[src/rtl/rvi_pkg.sv]
// Constants shared by the RGB video input port
package rvi_pkg;

   // ---------------------------------------------------------------
   // Register offsets of the command interface
   // ---------------------------------------------------------------
   localparam logic [7:0] PIXEL_FORMAT_SETTING_OFS = 8'h17;
   localparam logic [7:0] RGB_MODE_SELECT_OFS = 8'h31;
   localparam logic [7:0] RGB_SIGNAL_POLARITY_OFS = 8'h32;
   localparam logic [7:0] HORIZONTAL_PORCH_LOW_OFS = 8'h33;
   localparam logic [7:0] PORCH_CONTROL_OFS = 8'h34;

   // ---------------------------------------------------------------
   // Pixel format codes
   // ---------------------------------------------------------------
   localparam logic [7:0] FMT_565 = 8'h50;
   localparam logic [7:0] FMT_666 = 8'h60;
   localparam logic [7:0] FMT_SERIAL6 = 8'he0;

   // ---------------------------------------------------------------
   // Mode select codes
   // ---------------------------------------------------------------
   localparam logic [1:0] MODE_DE = 2'h2;
   localparam logic [1:0] MODE_PORCH = 2'h3;

   // ---------------------------------------------------------------
   // Polarity register bit positions
   // ---------------------------------------------------------------
   localparam int POL_DATA_ENABLE = 0;
   localparam int POL_FRAME_SYNC = 1;
   localparam int POL_LINE_SYNC = 2;
   localparam int POL_PIXCLK_EDGE = 3;

   // ---------------------------------------------------------------
   // Bus field positions
   // ---------------------------------------------------------------
   localparam int RED_MSB = 17;
   localparam int RED_LSB = 12;
   localparam int RED5_LSB = 13;
   localparam int GREEN_MSB = 11;
   localparam int GREEN_LSB = 6;
   localparam int BLUE_MSB = 5;
   localparam int BLUE_LSB = 0;
   localparam int BLUE5_LSB = 1;
   localparam int SER_MSB = 7;
   localparam int SER_LSB = 2;

   // ---------------------------------------------------------------
   // Serial colour phases
   // ---------------------------------------------------------------
   localparam logic [1:0] PHASE_RED = 2'h0;
   localparam logic [1:0] PHASE_GREEN = 2'h1;
   localparam logic [1:0] PHASE_BLUE = 2'h2;

   // Receiver states, Gray along idle, wait, active
   typedef enum logic [1:0] {
      RVI_IDLE = 2'b00,
      RVI_WAIT_FRAME = 2'b01,
      RVI_ACTIVE = 2'b11
   } rvi_state_type;

endpackage

[src/rtl/rvi_rgb_video_input_port.sv]
// Receiver for the parallel RGB video input port
//
// Operation
// - Mode select 10 uses data enable mode.
// - Mode select 11 ignores data enable pin.
// - Interface active only after power-on done.
// - Sample syncs, enable, data on clock edge.
// - Mode 1 takes pixel when enable high.
// - Mode 2 picks pixels from back porches.
// - Pixels go straight out, no memory.
// - Frame sync active low restarts frame.
// - Line sync active low restarts line.
// - Data enable active high marks pixels.
// - Recover automatically at next frame sync.
// - Format 50h takes 5-6-5 pixel.
// - Format 60h takes 6-6-6 pixel.
// - Format E0h takes three six-bit transfers.
// - Mode 2 porches from registers, no enable.
// - Components are binary intensity, ones full.
// - Six-bit transfer: bit 7 is MSB.
module rvi_rgb_video_input_port #(
   parameter int DATA_WIDTH = 18,
   parameter int HBP_WIDTH = 10,
   parameter int VBP_WIDTH = 6,
   parameter int COUNT_WIDTH = 11
) (
   input wire logic core_clk,
   input wire logic rst_b,
   input wire logic powerOnDone,
   input wire logic [7:0] pixelFormatSetting,
   input wire logic [1:0] rgbModeSel,
   input wire logic [3:0] rgbSignalPolarity,
   input wire logic [HBP_WIDTH-1:0] horizontalBackPorch,
   input wire logic [VBP_WIDTH-1:0] verticalBackPorch,
   input wire logic pixelClock,
   input wire logic frameSync_b,
   input wire logic lineSync_b,
   input wire logic dataEnable,
   input wire logic [DATA_WIDTH-1:0] videoDataBus,
   output logic pixelValid,
   output logic [5:0] pixelRed,
   output logic [5:0] pixelGreen,
   output logic [5:0] pixelBlue,
   output logic frameStart,
   output logic lineStart,
   output logic interfaceActive
);

   localparam int PIN_WIDTH = DATA_WIDTH + 4;
   localparam logic [COUNT_WIDTH-1:0] CNT_ONE = COUNT_WIDTH'(1);
   localparam logic [COUNT_WIDTH-1:0] CNT_MAX = '1;

   // ---------------------------------------------------------------
   // Pin synchronisers
   // ---------------------------------------------------------------
   logic [PIN_WIDTH-1:0] pinMeta_q, pinMeta_d;
   logic [PIN_WIDTH-1:0] pinSync_q, pinSync_d;

   always_comb begin
      pinMeta_d = {pixelClock, frameSync_b, lineSync_b, dataEnable,
                   videoDataBus};
      pinSync_d = pinMeta_q;
   end

   always_ff @(posedge core_clk) begin
      if (!rst_b) begin
         pinMeta_q <= '0;
         pinSync_q <= '0;
      end else begin
         pinMeta_q <= pinMeta_d;
         pinSync_q <= pinSync_d;
      end
   end

   logic clkS, frameS_b, lineS_b, enableS;
   logic [DATA_WIDTH-1:0] dataS;
   assign {clkS, frameS_b, lineS_b, enableS, dataS} = pinSync_q;

   // ---------------------------------------------------------------
   // Edge finding and active levels
   // ---------------------------------------------------------------
   logic clkPrev_q, clkPrev_d;
   logic frameActPrev_q, frameActPrev_d;
   logic lineActPrev_q, lineActPrev_d;
   logic sampleEdge, frameAct, lineAct, enableAct;
   logic frameEdge, lineEdge;

   always_comb begin
      // Sampling edge choice, rising by default
      if (rgbSignalPolarity[rvi_pkg::POL_PIXCLK_EDGE]) begin
         sampleEdge = clkPrev_q & ~clkS;
      end else begin
         sampleEdge = clkS & ~clkPrev_q;
      end
      // Syncs low active, enable high active by default
      frameAct = rgbSignalPolarity[rvi_pkg::POL_FRAME_SYNC] ?
                 frameS_b : ~frameS_b;
      lineAct = rgbSignalPolarity[rvi_pkg::POL_LINE_SYNC] ?
                lineS_b : ~lineS_b;
      enableAct = rgbSignalPolarity[rvi_pkg::POL_DATA_ENABLE] ?
                  ~enableS : enableS;
      frameEdge = sampleEdge & frameAct & ~frameActPrev_q;
      lineEdge = sampleEdge & lineAct & ~lineActPrev_q;
      clkPrev_d = clkS;
      frameActPrev_d = sampleEdge ? frameAct : frameActPrev_q;
      lineActPrev_d = sampleEdge ? lineAct : lineActPrev_q;
   end

   always_ff @(posedge core_clk) begin
      if (!rst_b) begin
         clkPrev_q <= 1'b0;
         frameActPrev_q <= 1'b0;
         lineActPrev_q <= 1'b0;
      end else begin
         clkPrev_q <= clkPrev_d;
         frameActPrev_q <= frameActPrev_d;
         lineActPrev_q <= lineActPrev_d;
      end
   end

   // ---------------------------------------------------------------
   // Receiver state
   // ---------------------------------------------------------------
   rvi_pkg::rvi_state_type state_q, state_d;
   logic enable, fmtValid;

   always_comb begin
      // Only mode codes 10 and 11 select the video port
      enable = powerOnDone && ((rgbModeSel == rvi_pkg::MODE_DE) ||
                               (rgbModeSel == rvi_pkg::MODE_PORCH));
      fmtValid = (pixelFormatSetting == rvi_pkg::FMT_565) ||
                 (pixelFormatSetting == rvi_pkg::FMT_666) ||
                 (pixelFormatSetting == rvi_pkg::FMT_SERIAL6);
      state_d = state_q;
      case (state_q)
         rvi_pkg::RVI_IDLE: begin
            if (enable) begin
               state_d = rvi_pkg::RVI_WAIT_FRAME;
            end
         end
         rvi_pkg::RVI_WAIT_FRAME: begin
            if (!enable) begin
               state_d = rvi_pkg::RVI_IDLE;
            end else if (frameEdge) begin
               state_d = rvi_pkg::RVI_ACTIVE;
            end
         end
         rvi_pkg::RVI_ACTIVE: begin
            if (!enable) begin
               state_d = rvi_pkg::RVI_IDLE;
            end
         end
         default: begin
            state_d = rvi_pkg::RVI_IDLE;
         end
      endcase
   end

   always_ff @(posedge core_clk) begin
      if (!rst_b) begin
         state_q <= rvi_pkg::RVI_IDLE;
      end else begin
         state_q <= state_d;
      end
   end

   // ---------------------------------------------------------------
   // Line and column counters
   // ---------------------------------------------------------------
   logic [COUNT_WIDTH-1:0] colCount_q, colCount_d;
   logic [COUNT_WIDTH-1:0] lineCount_q, lineCount_d;
   logic porchOk, accept;

   always_comb begin
      colCount_d = colCount_q;
      lineCount_d = lineCount_q;
      if (sampleEdge) begin
         if (lineEdge || frameEdge) begin
            colCount_d = '0;
         end else if (colCount_q != CNT_MAX) begin
            colCount_d = colCount_q + CNT_ONE;
         end
         if (frameEdge) begin
            lineCount_d = '0;
         end else if (lineEdge && lineCount_q != CNT_MAX) begin
            lineCount_d = lineCount_q + CNT_ONE;
         end
      end
      // Porch window from register values, enable pin unused
      porchOk = (colCount_d >= COUNT_WIDTH'(horizontalBackPorch)) &&
                (lineCount_d >= COUNT_WIDTH'(verticalBackPorch)) &&
                !lineAct && !frameAct;
      accept = (state_q == rvi_pkg::RVI_ACTIVE) && sampleEdge &&
               fmtValid && enable &&
               ((rgbModeSel == rvi_pkg::MODE_DE) ? enableAct :
                porchOk);
   end

   always_ff @(posedge core_clk) begin
      if (!rst_b) begin
         colCount_q <= '0;
         lineCount_q <= '0;
      end else begin
         colCount_q <= colCount_d;
         lineCount_q <= lineCount_d;
      end
   end

   // ---------------------------------------------------------------
   // Pixel assembly, direct to the display path
   // ---------------------------------------------------------------
   logic [1:0] phase_q, phase_d;
   logic [5:0] heldRed_q, heldRed_d;
   logic [5:0] heldGreen_q, heldGreen_d;
   logic pixelValid_q, pixelValid_d;
   logic [5:0] red_q, red_d, green_q, green_d, blue_q, blue_d;
   logic frameStart_q, frameStart_d, lineStart_q, lineStart_d;
   logic [5:0] serialComp;

   always_comb begin
      serialComp = dataS[rvi_pkg::SER_MSB:rvi_pkg::SER_LSB];
      phase_d = phase_q;
      heldRed_d = heldRed_q;
      heldGreen_d = heldGreen_q;
      pixelValid_d = 1'b0;
      red_d = red_q;
      green_d = green_q;
      blue_d = blue_q;
      frameStart_d = (state_q == rvi_pkg::RVI_ACTIVE) && frameEdge;
      lineStart_d = (state_q == rvi_pkg::RVI_ACTIVE) && lineEdge;
      if (lineEdge || frameEdge || state_q != rvi_pkg::RVI_ACTIVE) begin
         phase_d = rvi_pkg::PHASE_RED;
      end else if (accept) begin
         // Six-bit components pass unchanged, 5-bit red and blue append their MSB: zero is none, ones full
         case (pixelFormatSetting)
            rvi_pkg::FMT_565: begin
               pixelValid_d = 1'b1;
               red_d = {dataS[rvi_pkg::RED_MSB:rvi_pkg::RED5_LSB],
                        dataS[rvi_pkg::RED_MSB]};
               green_d = dataS[rvi_pkg::GREEN_MSB:rvi_pkg::GREEN_LSB];
               blue_d = {dataS[rvi_pkg::BLUE_MSB:rvi_pkg::BLUE5_LSB],
                         dataS[rvi_pkg::BLUE_MSB]};
            end
            rvi_pkg::FMT_666: begin
               pixelValid_d = 1'b1;
               red_d = dataS[rvi_pkg::RED_MSB:rvi_pkg::RED_LSB];
               green_d = dataS[rvi_pkg::GREEN_MSB:rvi_pkg::GREEN_LSB];
               blue_d = dataS[rvi_pkg::BLUE_MSB:rvi_pkg::BLUE_LSB];
            end
            default: begin
               // Red, green, blue over three transfers
               case (phase_q)
                  rvi_pkg::PHASE_RED: begin
                     heldRed_d = serialComp;
                     phase_d = rvi_pkg::PHASE_GREEN;
                  end
                  rvi_pkg::PHASE_GREEN: begin
                     heldGreen_d = serialComp;
                     phase_d = rvi_pkg::PHASE_BLUE;
                  end
                  default: begin
                     pixelValid_d = 1'b1;
                     red_d = heldRed_q;
                     green_d = heldGreen_q;
                     blue_d = serialComp;
                     phase_d = rvi_pkg::PHASE_RED;
                  end
               endcase
            end
         endcase
      end
   end

   always_ff @(posedge core_clk) begin
      if (!rst_b) begin
         phase_q <= rvi_pkg::PHASE_RED;
         heldRed_q <= '0;
         heldGreen_q <= '0;
         pixelValid_q <= 1'b0;
         red_q <= '0;
         green_q <= '0;
         blue_q <= '0;
         frameStart_q <= 1'b0;
         lineStart_q <= 1'b0;
      end else begin
         phase_q <= phase_d;
         heldRed_q <= heldRed_d;
         heldGreen_q <= heldGreen_d;
         pixelValid_q <= pixelValid_d;
         red_q <= red_d;
         green_q <= green_d;
         blue_q <= blue_d;
         frameStart_q <= frameStart_d;
         lineStart_q <= lineStart_d;
      end
   end

   assign pixelValid = pixelValid_q;
   assign pixelRed = red_q;
   assign pixelGreen = green_q;
   assign pixelBlue = blue_q;
   assign frameStart = frameStart_q;
   assign lineStart = lineStart_q;
   assign interfaceActive = (state_q == rvi_pkg::RVI_ACTIVE);

endmodule

[config.mk]
export PLATFORM = sky130hd
export DESIGN_NAME = rvi_rgb_video_input_port
export DESIGN_NICKNAME = d
export VERILOG_FILES = /design/src/rtl/rvi_pkg.sv /design/src/rtl/rvi_rgb_video_input_port.sv
export SDC_FILE = /design/constraint.sdc
export NUM_CORES = 1
export LEC_CHECK = 0
export ABC_AREA = 1
export BUFFER_PORTS_ARGS = -buffer_cell sky130_fd_sc_hd__buf_4
export CORE_MARGIN = 8
export CORE_UTILIZATION = 35
export DETAILED_ROUTE_END_ITERATION = 8
export GPL_ROUTABILITY_DRIVEN = 0
export PLACE_DENSITY = 0.56
export RECOVER_POWER = 25
export SKIP_CTS_REPAIR_TIMING = 1
export SYNTH_ARGS = -nofsm -noshare
export SYNTH_HDL_FRONTEND = slang
export SYNTH_SLANG_ARGS = --single-unit
[constraint.sdc]
create_clock -name core_clk -period 2.8 [get_ports core_clk]
set_input_delay 0.28 -clock core_clk [delete_from_list [all_inputs] [get_ports core_clk]]
set_output_delay 0.28 -clock core_clk [all_outputs]
set_load 0.03 [all_outputs]
==> flow_summary.ini <==
[sta]
rsz0062_at_grt = true
drv_slew = 0
setup_ws_ns = -0.519
hold_slack_ns = 0.101
fin_crit_sh = 1.19
tightest_slew_ns = 0.846
period_minus_slack_ns = 3.32
slew_headroom = 0.435
max_clock_freq_ghz = 0.301
hold_violations = 0
skew_ns = 0.00793
setup-violations-final = 33

[setup_path]
cp_top_family = simple AND/OR/NAND/NOR gates
r2r_cells = 25
worstPathArrival_ns = 3.61
r2r_slack_ns = -0.52
path_max_fanout = 8
cp-end-kind = flop
crit_path_start_kind = flop
cpPeakStageDelay_ns = 0.35
crit_start = colCount_q[0]
critical_path_class = flop to flop
cp_common_cell = nand2_2
path_buf_inv = 3
critical_path_depth = 25
cp_slowest_cell = dfxtp_2
rr_startpoint = colCount_q[0]
crit_required_ns = 3.09
cp-endpoint = pixelGreen[1]
reg2reg_to = pixelGreen[1]

[detailed_routing]
avgRoutedWirePerCell_um = 11.2
drt-pass1-iter-count = 5
dr_total_vias = 4599
ant_nets = 0
viasPerCell = 4.24
drc_errors = 0
routed_wl_mm = 12.2
drtIter0Drc = 160

[logic_synthesis]
synth.yosys.warnings = 0
yosys_register_bits = 106
seq_area_frac_synth = 0.420
synth_nets = 818
syn_area_um2 = 5050
synth_flop_cell = dfxtp_1
synth_adder_area_share = 0.0446
yosysUniqueCellTypes = 40
synthSimpleGateAreaFrac = 0.327
synth_top_family_by_area = simple AND/OR/NAND/NOR gates
muxShareOfSynthArea = 0
synth_compound_area_frac = 0.0668
synth_edf_count = 0
avgSynthCellArea_um2 = 6.78
syn_inst = 745
async_flop_share = 0
yosys.area_share.xor_xnor = 0.00867

[cells_and_area]
layout_commonest_cell = nand2_1
finalNetCount = 969
final_cell_mix = nand2_1, buf_4, inv_1, nor2_1, dfxtp_1
drive_gt1_frac = 0.270
num-fill-cells = 1461
antennaDiodeCount = 0
area_growth_pct = 38.1

[power]
swShare = 0.246
combinationalPowerShare = 0.088
power_density_nw_per_um2 = 459
p_seq_frac = 0.487
leakage_nw = 3.70
p_switching_uw = 788
power.internal_mw = 2.42
total_power_mw = 3.20
max-vdd-ir-drop_uv = 346
clock_power_share = 0.425

[clock_tree]
clk_latency_ns = 0.35
cts_buffers = 9
root_buffer = clkbuf_16
h-tree-depth = 3
clk_path_buf_depth = 2
cts.sink_count = 106
clkTransAtPathRegs_ns = 0.08
tritoncts = done

[hold_path]
min_from = videoDataBus[14]
hp-class = input port to flop

[placed_design]
portBuffers = 76
hpwl_mm = 9.25

[grt]
grt_first_pass_wirelength_mm = 19.9
grt_use_total = 0.133
grt_pass1_vias = 4354
grt_remaining_overflow = 0
grt_antenna_before_repair = 0
grt_max_degree = 70

[outcome]
violations = negative setup slack
status = finished, violations left

[floorplanning]
core-area_um2 = 14300
fp.dieH_um = 136
core.rowCount = 44
io-pin-count = 77
die_w_um = 136
dieArea_um2 = 18500
start_util = 0.353

[run]
maxCapViolations = 0
[state kept, by name, summed over array words and instances (netlist names), 2 cells and up]
register     cells
pixelBlue        6
pixelGreen       6
state_q          2
heldRed_q        6
lineCount_q     11
phase_q          2
pinSync_q       22
pinMeta_q       22
heldGreen_q      6
pixelRed         6
colCount_q      11
[power groups by stage]
stage                     registers (mW)  logic (mW)  clock network [mW]
final                               1.56       0.283                1.36
after global routing                1.56       0.322                1.46
after CTS                           1.56       0.274                1.40
after detailed placement            1.60       0.273                   0
after global placement              1.60       0.272                   0
after floorplan                     1.59       0.133                   0
[layer usage]
layer  share of wire  vias to the layer above  wire, um  track usage
li1                -                     2543         -            -
met1            0.49                     1976      6000        0.176
met2            0.45                       67      5430        0.208
met3           0.041                       13       501       0.0288
met4           0.018                        0       223       0.0519
met5               0                        -         0            0
[worst min path at each step]
stage | endpoint | slack (ns) | cells past startpoint
after floorplan | pinMeta_q[0] | 0.38 | 2
after global placement | pinSync_q[15] | 0.39 | 2
after detailed placement | pinSync_q[6] | 0.40 | 2
after CTS | pinMeta_q[6] | 0.09 | 3
after global routing | pinMeta_q[6] | 0.09 | 3
final | pinMeta_q[14] | 0.10 | 3
[cell usage after synthesis, types with 2 or more instances]
library cell    n  area [um^2]
nand3_1        15         75.1
nand4_1         4         25.0
o211ai_1        2         15.0
inv_2           3         11.3
o21ai_0        26          130
a211oi_1        2         15.0
nand3_2         2         20.0
nand2_2        15         93.8
xnor2_1         2         17.5
clkbuf_1       10         37.5
and2_1          2         12.5
buf_6           3         33.8
ha_1           18          225
xor2_1          3         26.3
buf_2           5         25.0
nor2_1        118          443
a21boi_0        2         15.0
nand2_1       192          721
dfxtp_1       106         2120
a21oi_1        19         95.1
nand4_2         3         37.5
o21a_1          4         30.0
buf_1           2         7.51
nor3_1         18         90.1
nor4_1          9         56.3
inv_1         146          548
[worst min-delay path, delay by kind of cell]
family | cells | cell delay (ns)
buffers and inverters | 2 | 0.12
and+or+nand+nor | 1 | 0.04
[cell type report]
type	instances	area, um^2	share of cell area
Clock inverter	7	100	0.0143
Timing Repair Buffer	161	1300	0.187
Tap cell	184	230	0.0330
Multi-Input combinational cell	469	2430	0.349
Sequential cell	106	2130	0.305
Inverter	149	562	0.0805
Clock buffer	9	225	0.0323
[kinds of logic after synthesis]
logic type | after synthesis
AOI/OAI and AO/OA | 60
xor gates and xnor gates | 5
adders and majority gates | 18
and+or+nand+nor | 386
buffers and inverters | 170
DFF | 106
[metrics by stage]
stage | cell area, um^2 | TNS (ns) | util | cells | setup slack, ns
final | 6980 | -13.47 | 0.488 | 1085 | -0.519
after global routing | 6980 | -21.62 | 0.488 | 1085 | -0.770
after CTS | 6740 | -17.87 | 0.471 | 1080 | -0.618
after detailed placement | 6410 | -17.01 | 0.448 | 1064 | -0.582
after global placement | 6410 | -16.96 | 0.448 | 1064 | -0.578
after floorplan | 5110 | -1.16 | - | 745 | -0.0513
Power figures use the tool's default switching activity.
